### src/inc/nv_host_map.svh
/*
 Named constants for the host-side controller of a byte-wide nonvolatile SRAM.
 Assumes a 50 MHz core clock; timing figures are in nanoseconds.
*/
`ifndef NV_HOST_MAP_SVH
`define NV_HOST_MAP_SVH

`define NV_ADDR_W           17
`define NV_DATA_W           8
`define NV_CLK_PERIOD_NS    20
// Address setup before strobes fall
`define NV_SETUP_NS         40
// Strobe low time for read and write
`define NV_ACCESS_NS        60
// Hold after strobes rise
`define NV_HOLD_NS          20
// Wait after a store request before the store is assumed started
`define NV_STORE_REQ_DELAY_NS 100
`define NV_CYC(ns)          ((((ns) + `NV_CLK_PERIOD_NS - 1) / `NV_CLK_PERIOD_NS) < 1 ? 1 : \
	(((ns) + `NV_CLK_PERIOD_NS - 1) / `NV_CLK_PERIOD_NS))
`define NV_CNT_W            8
`define NV_SW_SEQ_LEN       6
`define NV_SW_A0            17'h04e38
`define NV_SW_A1            17'h0b1c7
`define NV_SW_A2            17'h083e0
`define NV_SW_A3            17'h07c1f
`define NV_SW_A4            17'h0703f
`define NV_SW_STORE         17'h08fc0

`endif

### src/inc/nv_host_pkg.sv
/*
 Types for the host-side nonvolatile SRAM controller.
 Assumes nv_host_map.svh supplies widths.
*/
`include "nv_host_map.svh"
package nv_host_pkg;
	typedef enum logic [5:0]
	{
		ST_IDLE  = 6'b000001,
		ST_SETUP = 6'b000010,
		ST_ACT   = 6'b000100,
		ST_HOLD  = 6'b001000,
		ST_HSREQ = 6'b010000,
		ST_BUSY  = 6'b100000
	} host_state_t;

	typedef enum logic [1:0]
	{
		OP_READ  = 2'h0,
		OP_WRITE = 2'h1,
		OP_SWST  = 2'h2,
		OP_HWST  = 2'h3
	} host_op_t;

	typedef struct packed
	{
		host_op_t                 op;
		logic [`NV_ADDR_W-1:0]    addr;
		logic [`NV_DATA_W-1:0]    wdata;
	} host_req_t;

	typedef struct packed
	{
		logic                     chip_sel_n;
		logic                     write_n;
		logic                     out_drive_n;
	} mem_ctl_t;
endpackage : nv_host_pkg

### src/rtl/nv_sram_store_port.sv
/*
 Host-side controller for an asynchronous byte-wide SRAM with a nonvolatile
 shadow: runs read, write, software-store and pin-requested store cycles.
 Assumes the memory pins are wired directly; store_busy_n is open drain with
 a pull-up on the board, and data_io is resolved by the testbench.
*/
// Contract
// - Data lines shared; host drives only while writing.
// - Write needs store-busy high; host holds address until strobes rise.
// - Host keeps output-drive high throughout every write.
// - Store-busy pin optional; pull-up needed if shared.
// - Six fixed-address reads trigger a software store.
`timescale 1ns/100ps
`default_nettype none
`include "nv_host_map.svh"
module nv_sram_store_port
	import nv_host_pkg::*;
(
	input  wire logic                  i_core_clk,
	input  wire logic                  i_reset_n,
	input  wire logic                  i_req_valid,
	input  wire host_req_t             i_req,
	output logic                       o_req_ready,
	output logic                       o_rsp_valid,
	output logic [`NV_DATA_W-1:0]      o_rsp_data,
	output logic                       o_dirty,
	output logic                       o_store_busy,
	input  wire logic                  i_power_fail,
	output logic [`NV_ADDR_W-1:0]      o_addr_in,
	output logic                       o_chip_sel_n,
	output logic                       o_write_n,
	output logic                       o_out_drive_n,
	input  wire logic [`NV_DATA_W-1:0] i_data_io,
	output logic [`NV_DATA_W-1:0]      o_data_io,
	output logic                       o_data_io_oe_n,
	input  wire logic                  i_store_busy_n,
	output logic                       o_store_busy_n,
	output logic                       o_store_busy_n_oe_n
);

	localparam logic [`NV_CNT_W-1:0] SETUP_CYC = `NV_CNT_W'(`NV_CYC(`NV_SETUP_NS));
	localparam logic [`NV_CNT_W-1:0] ACC_CYC   = `NV_CNT_W'(`NV_CYC(`NV_ACCESS_NS));
	localparam logic [`NV_CNT_W-1:0] HOLD_CYC  = `NV_CNT_W'(`NV_CYC(`NV_HOLD_NS));
	localparam logic [`NV_CNT_W-1:0] DLY_CYC   = `NV_CNT_W'(`NV_CYC(`NV_STORE_REQ_DELAY_NS));
	logic [1:0] rst_sync_r;
	logic       rst_n;
	always_ff @(posedge i_core_clk or negedge i_reset_n)
		if (!i_reset_n)
			rst_sync_r <= 2'h0;
		else
			rst_sync_r <= {rst_sync_r[0], 1'b1};
	assign rst_n = rst_sync_r[1];
	// Pin synchronisers
	logic [1:0]                  busy_sync_r;
	logic [1:0]                  pf_sync_r;
	logic [`NV_DATA_W-1:0]       dq_meta_r;
	logic [`NV_DATA_W-1:0]       dq_sync_r;
	always_ff @(posedge i_core_clk or negedge rst_n)
	begin
		if (!rst_n)
		begin
			busy_sync_r <= 2'h3;
			pf_sync_r   <= 2'h0;
			dq_meta_r   <= `NV_DATA_W'h0;
			dq_sync_r   <= `NV_DATA_W'h0;
		end
		else
		begin
			busy_sync_r <= {busy_sync_r[0], i_store_busy_n};
			pf_sync_r   <= {pf_sync_r[0], i_power_fail};
			dq_meta_r   <= i_data_io;
			dq_sync_r   <= dq_meta_r;
		end
	end
	logic busy_low;
	assign busy_low = ~busy_sync_r[1];
	host_state_t                 state_r, state_nxt;
	host_req_t                   req_r, req_nxt;
	mem_ctl_t                    ctl_r, ctl_nxt;
	logic [`NV_CNT_W-1:0]        cnt_r, cnt_nxt;
	logic [2:0]                  seq_r, seq_nxt;
	logic                        drive_r, drive_nxt;
	logic                        hs_pull_r, hs_pull_nxt;
	logic                        ready_r, ready_nxt;
	logic                        rsp_v_r, rsp_v_nxt;
	logic [`NV_DATA_W-1:0]       rsp_d_r, rsp_d_nxt;
	logic                        dirty_r, dirty_nxt;
	logic                        sbusy_r, sbusy_nxt;
	function automatic logic [`NV_ADDR_W-1:0] seq_addr(input logic [2:0] i);
		unique case (i)
			3'h0: seq_addr = `NV_SW_A0;
			3'h1: seq_addr = `NV_SW_A1;
			3'h2: seq_addr = `NV_SW_A2;
			3'h3: seq_addr = `NV_SW_A3;
			3'h4: seq_addr = `NV_SW_A4;
			default: seq_addr = `NV_SW_STORE;
		endcase
	endfunction : seq_addr
	always_comb
	begin
		state_nxt   = state_r;
		req_nxt     = req_r;
		ctl_nxt     = ctl_r;
		cnt_nxt     = cnt_r;
		seq_nxt     = seq_r;
		drive_nxt   = drive_r;
		hs_pull_nxt = hs_pull_r;
		ready_nxt   = 1'b0;
		rsp_v_nxt   = 1'b0;
		rsp_d_nxt   = rsp_d_r;
		dirty_nxt   = dirty_r;
		sbusy_nxt   = busy_low | (state_r == ST_BUSY);
		unique case (state_r)
			ST_IDLE:
			begin
				ctl_nxt = '{chip_sel_n: 1'b1, write_n: 1'b1, out_drive_n: 1'b1};
				if (busy_low || pf_sync_r[1])
				begin
					state_nxt = ST_BUSY;
					dirty_nxt = dirty_r & ~pf_sync_r[1];
				end
				else if (i_req_valid && ready_r)
				begin
					req_nxt = i_req;
					seq_nxt = (i_req.op == OP_SWST) ? 3'h1 : 3'h0;
					if (i_req.op == OP_SWST)
					begin
						req_nxt.op   = OP_READ;
						req_nxt.addr = seq_addr(3'h0);
					end
					if (i_req.op == OP_HWST)
					begin
						hs_pull_nxt = 1'b1;
						cnt_nxt     = DLY_CYC;
						state_nxt   = ST_HSREQ;
						dirty_nxt   = 1'b0;
					end
					else
					begin
						cnt_nxt   = SETUP_CYC;
						state_nxt = ST_SETUP;
					end
				end
				else
					ready_nxt = 1'b1;
			end
			ST_SETUP:
			begin
				if (cnt_r > `NV_CNT_W'h1)
					cnt_nxt = cnt_r - `NV_CNT_W'h1;
				else
				begin
					cnt_nxt   = ACC_CYC;
					state_nxt = ST_ACT;
					ctl_nxt.chip_sel_n = 1'b0;
					if (req_r.op == OP_WRITE)
					begin
						ctl_nxt.write_n = 1'b0;
						drive_nxt       = 1'b1;
					end
					else
						ctl_nxt.out_drive_n = 1'b0;
				end
			end
			ST_ACT:
			begin
				if (cnt_r > `NV_CNT_W'h1)
					cnt_nxt = cnt_r - `NV_CNT_W'h1;
				else
				begin
					ctl_nxt   = '{chip_sel_n: 1'b1, write_n: 1'b1, out_drive_n: 1'b1};
					cnt_nxt   = HOLD_CYC;
					state_nxt = ST_HOLD;
					if (req_r.op == OP_READ)
						rsp_d_nxt = dq_sync_r;
					else if (!busy_low)
						dirty_nxt = 1'b1;
				end
			end
			ST_HOLD:
			begin
				if (cnt_r > `NV_CNT_W'h1)
					cnt_nxt = cnt_r - `NV_CNT_W'h1;
				else
				begin
					drive_nxt = 1'b0;
					if (seq_r != 3'h0 && seq_r < 3'(`NV_SW_SEQ_LEN))
					begin
						req_nxt.addr = seq_addr(seq_r);
						seq_nxt      = seq_r + 3'h1;
						cnt_nxt      = SETUP_CYC;
						state_nxt    = ST_SETUP;
					end
					else if (seq_r == 3'(`NV_SW_SEQ_LEN))
					begin
						seq_nxt   = 3'h0;
						dirty_nxt = 1'b0;
						cnt_nxt   = DLY_CYC;
						state_nxt = ST_HSREQ;
					end
					else
					begin
						rsp_v_nxt = 1'b1;
						state_nxt = ST_IDLE;
					end
				end
			end
			ST_HSREQ:
			begin
				if (cnt_r > `NV_CNT_W'h1)
					cnt_nxt = cnt_r - `NV_CNT_W'h1;
				else
				begin
					hs_pull_nxt = 1'b0;
					state_nxt   = ST_BUSY;
				end
			end
			ST_BUSY:
			begin
				if (!busy_low && !pf_sync_r[1])
				begin
					rsp_v_nxt = (req_r.op == OP_HWST) || (seq_r == 3'h0 && req_r.op == OP_READ
						&& req_r.addr == `NV_SW_STORE);
					state_nxt = ST_IDLE;
				end
			end
			default:
				state_nxt = ST_IDLE;
		endcase
	end
	always_ff @(posedge i_core_clk or negedge rst_n)
	begin
		if (!rst_n)
		begin
			state_r   <= ST_IDLE;
			req_r     <= '0;
			ctl_r     <= '{chip_sel_n: 1'b1, write_n: 1'b1, out_drive_n: 1'b1};
			cnt_r     <= `NV_CNT_W'h0;
			seq_r     <= 3'h0;
			drive_r   <= 1'b0;
			hs_pull_r <= 1'b0;
			ready_r   <= 1'b0;
			rsp_v_r   <= 1'b0;
			rsp_d_r   <= `NV_DATA_W'h0;
			dirty_r   <= 1'b0;
			sbusy_r   <= 1'b0;
		end
		else
		begin
			state_r   <= state_nxt;
			req_r     <= req_nxt;
			ctl_r     <= ctl_nxt;
			cnt_r     <= cnt_nxt;
			seq_r     <= seq_nxt;
			drive_r   <= drive_nxt;
			hs_pull_r <= hs_pull_nxt;
			ready_r   <= ready_nxt;
			rsp_v_r   <= rsp_v_nxt;
			rsp_d_r   <= rsp_d_nxt;
			dirty_r   <= dirty_nxt;
			sbusy_r   <= sbusy_nxt;
		end
	end
	assign o_req_ready         = ready_r;
	assign o_rsp_valid         = rsp_v_r;
	assign o_rsp_data          = rsp_d_r;
	assign o_dirty             = dirty_r;
	assign o_store_busy        = sbusy_r;
	assign o_addr_in           = req_r.addr;
	assign o_chip_sel_n        = ctl_r.chip_sel_n;
	assign o_write_n           = ctl_r.write_n;
	assign o_out_drive_n       = ctl_r.out_drive_n;
	assign o_data_io           = req_r.wdata;
	assign o_data_io_oe_n      = ~drive_r;
	assign o_store_busy_n      = 1'b0;
	assign o_store_busy_n_oe_n = ~hs_pull_r;
endmodule : nv_sram_store_port
`default_nettype wire

### config.mk
export PLATFORM = sky130hd
export DESIGN_NAME = nv_sram_store_port
export DESIGN_NICKNAME = d
export VERILOG_FILES = /design/src/inc/nv_host_pkg.sv /design/src/rtl/nv_sram_store_port.sv
export VERILOG_INCLUDE_DIRS = /design/src /design/src/inc
export SDC_FILE = /design/constraint.sdc
export NUM_CORES = 1
export LEC_CHECK = 0
export BUFFER_PORTS_ARGS = -buffer_cell sky130_fd_sc_hd__buf_2
export CAP_MARGIN = 15
export CORE_AREA = 5 5 96 98
export CTS_CLUSTER_DIAMETER = 200
export DETAILED_ROUTE_END_ITERATION = 16
export DIE_AREA = 0 0 101 103
export GPL_TIMING_DRIVEN = 1
export PLACE_DENSITY = 0.75
export SYNTH_ARGS = -nofsm -noshare
export SYNTH_HDL_FRONTEND = slang
export SYNTH_SLANG_ARGS = --single-unit
### constraint.sdc
create_clock -name i_core_clk -period 2.5 [get_ports i_core_clk]
set_input_delay 0.125 -clock i_core_clk [delete_from_list [all_inputs] [get_ports i_core_clk]]
set_output_delay 0.125 -clock i_core_clk [all_outputs]
set_load 0.03 [all_outputs]
==> results of run 1 <==
area by class of cell:
type | count | area [µm²]
Clock buffer | 9 | 124
Inverter | 10 | 37.5
Clock inverter | 7 | 108
Multi-Input combinational cell | 237 | 1600
Sequential cell | 83 | 2090
Fill cell | 698 | 3540
Tap cell | 108 | 135
Timing Repair Buffer | 116 | 751
sequential cells by signal, summed over array words and instances (netlist names), 2 cells and up:
| name | flops |
|---|---|
| o_rsp_data | 8 |
| seq_r | 3 |
| busy_sync_r | 2 |
| dq_meta_r | 8 |
| rst_sync_r | 2 |
| o_addr_in | 17 |
| cnt_r | 8 |
| req_r | 2 |
| state_r | 6 |
| pf_sync_r | 2 |
| o_data_io | 8 |
| dq_sync_r | 8 |
path summary, 6_finish.rpt:
kind | from | endpoint | slack (ns) | cells after the start
max in group asynchronous | rst_sync_r[1] | busy_sync_r[1] | 1.54 | 1
min in group asynchronous | i_reset_n | rst_sync_r[1] | 0.06 | 2
hold reg to reg | rst_sync_r[1] | dq_meta_r[7] | 0.30 | 0
hold / removal | i_req[21] | o_addr_in[13] | 0.02 | 3
setup / recovery | seq_r[1] | cnt_r[7] | 0.25 | 7
setup reg to reg | seq_r[1] | cnt_r[7] | 0.25 | 7
what timing repair did:
action,in CTS,in global routing
setup buffers,0,0
endpoints found under the hold margin,28,1
hold buffers,27,1
resized for setup,0,0
layout by cell type, fill, tap and decap left out, types with 4 or more instances in the layout:
master	n
buf_2	81
dfrtp_1	76
nor2_1	37
nand2_1	29
dlygate4sd3_1	28
a21oi_1	22
o21ai_0	19
mux2_2	11
inv_1	10
clkbuf_8	9
nor3_1	8
nand3_1	8
mux2_4	8
a31oi_1	7
ha_1	7
nor2b_1	6
dfstp_2	6
a21o_1	5
buf_4	5
nand4_1	4
and3_1	4
o22ai_1	4
power groups by stage:
stage	combinational (mW)	sequential, mW	clock, mW
detailed placement	1.83	1.97	0
global placement	1.80	1.94	0
CTS	1.87	1.94	1.14
finish	1.87	1.94	1.11
global route	2.03	1.99	1.19
floorplan	1.45	2.02	0
per-layer routing:
metal	vias to the layer above	part of all wire	wire, µm	global-route usage
li1	1453	-	-	-
met1	1495	0.41	3610	0.213
met2	117	0.50	4430	0.313
met3	10	0.074	654	0.0433
met4	0	0.013	112	0.0460
met5	-	0	0	0
worst max-delay path: stages (launching register included):
cell and delay (ns):
dfrtp_1 0.44, inv_1 0.11, ha_1 0.29, mux2_2 0.33, nand4_1 0.14, a21o_1 0.16, nand3b_1 0.28, a211o_1 0.38
cell families after synthesis:
group,after synthesis,synth area share
XOR/XNOR,2,0.00442
other,2,0.00189
flip-flops,83,0.526
buffers and inverters,46,0.0719
multiplexers,23,0.0748
AND/OR/NAND/NOR,123,0.169
AO/OA/AOI/OAI,80,0.131
adder cells (fa/ha/maj),7,0.0221
==> flow_summary.yaml, run 1 <==
power_and_ir_drop:
  power_frac_comb: 0.380
  leakage_nw: 2.33
  intPower_mw: 2.95
  vdd_drop_max_mv: 0.366
  power_density_nw_per_um2: 1020
  seq_power_share: 0.394
  switchingPower_mw: 1.97
  power_mw: 4.92
  switching_share: 0.400
  clkPwrFrac: 0.226
floorplan:
  placementRows: 34
  core_um2: 8380
  start_util: 0.473
  io_pins: 83
  fp.dieW_um: 101
  die_height_um: 103
  die_area_um2: 10400
place:
  gp_congestion: 0.960
  io_buffers: 81
  pre_cts_ws_ns: 0.171
  place_area_um2: 4320
  placed_cells: 525
  post-dp-hpwl_um: 6300
synthesis:
  synth.avg_cell_area_um2: 10.8
  ys_seq_area_frac: 0.526
  ys_ff_latch: 83
  synth_edf_count: 0
  synthDominantCellAreaShare: 0.486
  syn_nets: 413
  synthTopCellsByCount: "77 x dfrtp_1, 37 x nor2_1, 29 x nand2_1"
  async_flop_share: 1.00
  syn_inst: 366
  yosysTopAreaCell: "dfrtp_1"
  synth_cell_types: 58
  synthMostInstantiatedCell: "dfrtp_1"
  yosys_warnings: 0
  ys.flop_type: "dfrtp_1"
  netlist_area_um2: 3970
  yosys-top-cells-area: "dfrtp_1 49%, buf_4 5.1%, dfstp_2 4.0%"
layout:
  antenna_cells: 0
  finish.utilization: 0.577
  postLayoutCellArea_um2: 4840
  layoutNonFillerInstCount: 570
  syn_to_final_growth_pct: 22.0
  drive_above_1_share: 0.305
  fin_nets: 504
clock_tree:
  clock_path_buffers: 2
  tritoncts: "yes"
  clk_pin_slew_ns: 0.09
  cts_sinks: 83
  h-tree-depth: 3
  cts_root_buffer: "clkbuf_8"
  numCtsBuffers: 9
  insertion_delay_ns: 0.37
worst_setup_path:
  worst_ep_required_time_ns: 2.75
  worstPathArrival_ns: 2.50
  crit_path_end_kind: "flop"
  worstSetupStartpointType: "flop"
  worstSetupPathType: "flop to flop"
  critPathMaxFanout: 8
route:
  firstDrtPassIters: 5
  drt_iter0_drc: 246
  drtAntennaViolNets: 0
  via_per_inst: 5.39
  vias: 3075
  drc: 0
  wl_um: 8810
  wl_per_cell_um: 15.5
sta:
  layout_setup_ws_ns: 0.251
  relSlewSlack: 0.499
  skew_ns: 0.0116
  timing.hold.ws_ns: 0.0180
  rsz0062_at_grt: "false"
  tns_ns: 0
  drv_slew: 0
  fmax_mhz: 445
  period_needed_ns: 2.25
  hold_violations: 0
  post-route-period-util: 0.900
  worst_pin_slew_ns: 0.750
  setup_viol: 0
grt:
  grt_pass1_vias: 3023
  grt_pass1_wl_um: 14500
  grt_max_degree: 46
  grt.total_usage: 0.176
  antenna_found_initial: 0
  grt_remaining_overflow: 0
run:
  maxCapViolations: 0
status:
  status: "finished, final reports clean"
hold_path:
  hold_path_class: "input port to flop"
No activity file was read; power rests on OpenSTA's default activity.
==> inputs of run 2 (changes only) <==
Settings changed: PLACE_DENSITY 0.75 to 0.82.
==> run 2 against run 1 <==
  * First-iteration DRC count increased by 4.9%
  * Clock skew hardly changed
  * Total power is essentially flat
  * Routed wire length increased by 4.2%
  * Critical path depth shrank 2
  * Critical path type unchanged
  * Critical endpoint is now state_r[1]
  * Largest cell class unchanged
  * Largest power group unchanged
==> flow_summary.yaml, run 2 (synthesis results as in run 1) <==
status:
  status: "finished, final reports clean"
clock_tree:
  insertion_delay_ns: 0.35
  tritoncts: "yes"
  cts_root_buffer: "clkbuf_8"
  numCtsBuffers: 9
  cts_resized: 0
  h-tree-depth: 3
  clock_path_buffers: 2
  cts_sinks: 83
  clk_pin_slew_ns: 0.09
  postCtsSetupBuffers: 0
sta:
  skew_ns: 0.0114
  rsz0062_at_grt: "false"
  post-route-period-util: 0.911
  fmax_mhz: 439
  period_needed_ns: 2.28
  drv_slew: 0
  worst_pin_slew_ns: 0.661
  relSlewSlack: 0.559
  tns_ns: 0
  setup_viol: 0
  hold_violations: 0
floorplan:
  start_util: 0.473
  placementRows: 34
  fp.dieW_um: 101
  io_pins: 83
  core_um2: 8380
  die_area_um2: 10400
  die_height_um: 103
worst_setup_path:
  critPathMaxFanout: 8
  path_cells: "nor4_1, nand2_1, a41o_2, o211ai_1, o22ai_1"
  worstSetupStartpointType: "flop"
  slowest_delay_ns: 0.57
  reg2reg_setup_slack_ns: 0.22
  r2r_cells: 5
  worstPathArrival_ns: 2.50
  cp_slowest_cell: "nor4_1"
  r2r-end: "state_r[1]"
  worstSetupPathType: "flop to flop"
  worst_ep_required_time_ns: 2.72
  crit_path_end_kind: "flop"
  r2r-start: "state_r[2]"
route:
  drc: 0
  firstDrtPassIters: 4
  drtAntennaViolNets: 0
  via_per_inst: 5.41
  vias: 3086
  wl_um: 9180
  drt_iter0_drc: 258
  wl_per_cell_um: 16.1
layout:
  final_common_cell: "buf_2"
  largest_reg_flops: 17
  fin_nets: 504
  antenna_cells: 0
  finish.utilization: 0.577
  syn_to_final_growth_pct: 21.8
  layout_common_cells: "81 x buf_2, 76 x dfrtp_1, 37 x nor2_1"
  drive_above_1_share: 0.310
run:
  maxCapViolations: 0
power_and_ir_drop:
  vdd_drop_max_mv: 0.357
  leakage_nw: 2.33
  power_density_nw_per_um2: 1020
place:
  io_buffers: 81
  post-dp-hpwl_um: 6560
  gp_congestion: 0.942
grt:
  grt_pass1_wl_um: 15400
  grt_remaining_overflow: 0
  grt_pass1_vias: 3151
  grt_max_degree: 48
  grt.total_usage: 0.187
  antenna_found_initial: 0
hold_path:
  hold_end: "o_addr_in[13]"
  min_path_cells: 3
  hp-start: "i_req[21]"
  hold_path_class: "input port to flop"
## run 2: layout make-up
cell class	instances	area, µm²
Clock inverter	7	105
Sequential cell	83	2090
Inverter	10	37.5
Clock buffer	9	124
Multi-Input combinational cell	237	1600
Fill cell	682	3550
Timing Repair Buffer	116	746
Tap cell	108	135
## run 2: how the worst max path moves through the flow
stage                        end           from  slack, ns  cells past startpoint
floorplan               cnt_r[0]  rst_sync_r[1]       0.03                      0
global placement    o_addr_in[1]     state_r[0]       0.30                      5
detailed placement  o_addr_in[1]     state_r[0]       0.16                      5
CTS                 o_addr_in[1]     state_r[0]       0.12                      5
global route            seq_r[2]     state_r[2]       0.05                      6
finish                state_r[1]     state_r[2]       0.22                      5
## run 2: critical path: cells and delay by family (launching register included)
kind            cells  cell delay (ns)
flops               1             0.47
compound gates      3             0.75
simple gates        2             0.93
## run 2: what timing repair did
action / CTS / global route
hold endpoints to repair: 27 / 0
hold buffers: 26 / 0
setup endpoints to repair: 0 / 0
## run 2: power by group
group / switching, mW / total, mW / internal [mW]
Sequential: 0.287 / 1.95 / 1.66
Combinational: 1.18 / 1.89 / 0.707
Clock: 0.511 / 1.09 / 0.580
Total: 1.98 / 4.93 / 2.95
## run 2: metal layers
layer  part of all wire  track usage
met1               0.42        0.241
met2               0.49        0.312
met3              0.072       0.0453
met4              0.017       0.0613
met5                  0            0
## run 2: per-stage QoR
| stage | hold slack, ns | setup slack, ns | instance area (µm²) | power, mW | cells |
|---|---|---|---|---|---|
| 2_1_floorplan | -0.171 | 0.0276 | 3970 | 3.47 | 366 |
| 3_3_place_gp | -0.0888 | 0.295 | 4340 | 3.75 | 527 |
| 3_5_place_dp | -0.0863 | 0.163 | 4340 | 3.81 | 527 |
| 4_1_cts | 0.00555 | 0.118 | 4820 | 4.95 | 569 |
| 5_1_grt | 0.0226 | 0.0486 | 4830 | 5.23 | 570 |
| 6_report | 0.0234 | 0.222 | 4830 | 4.93 | 570 |
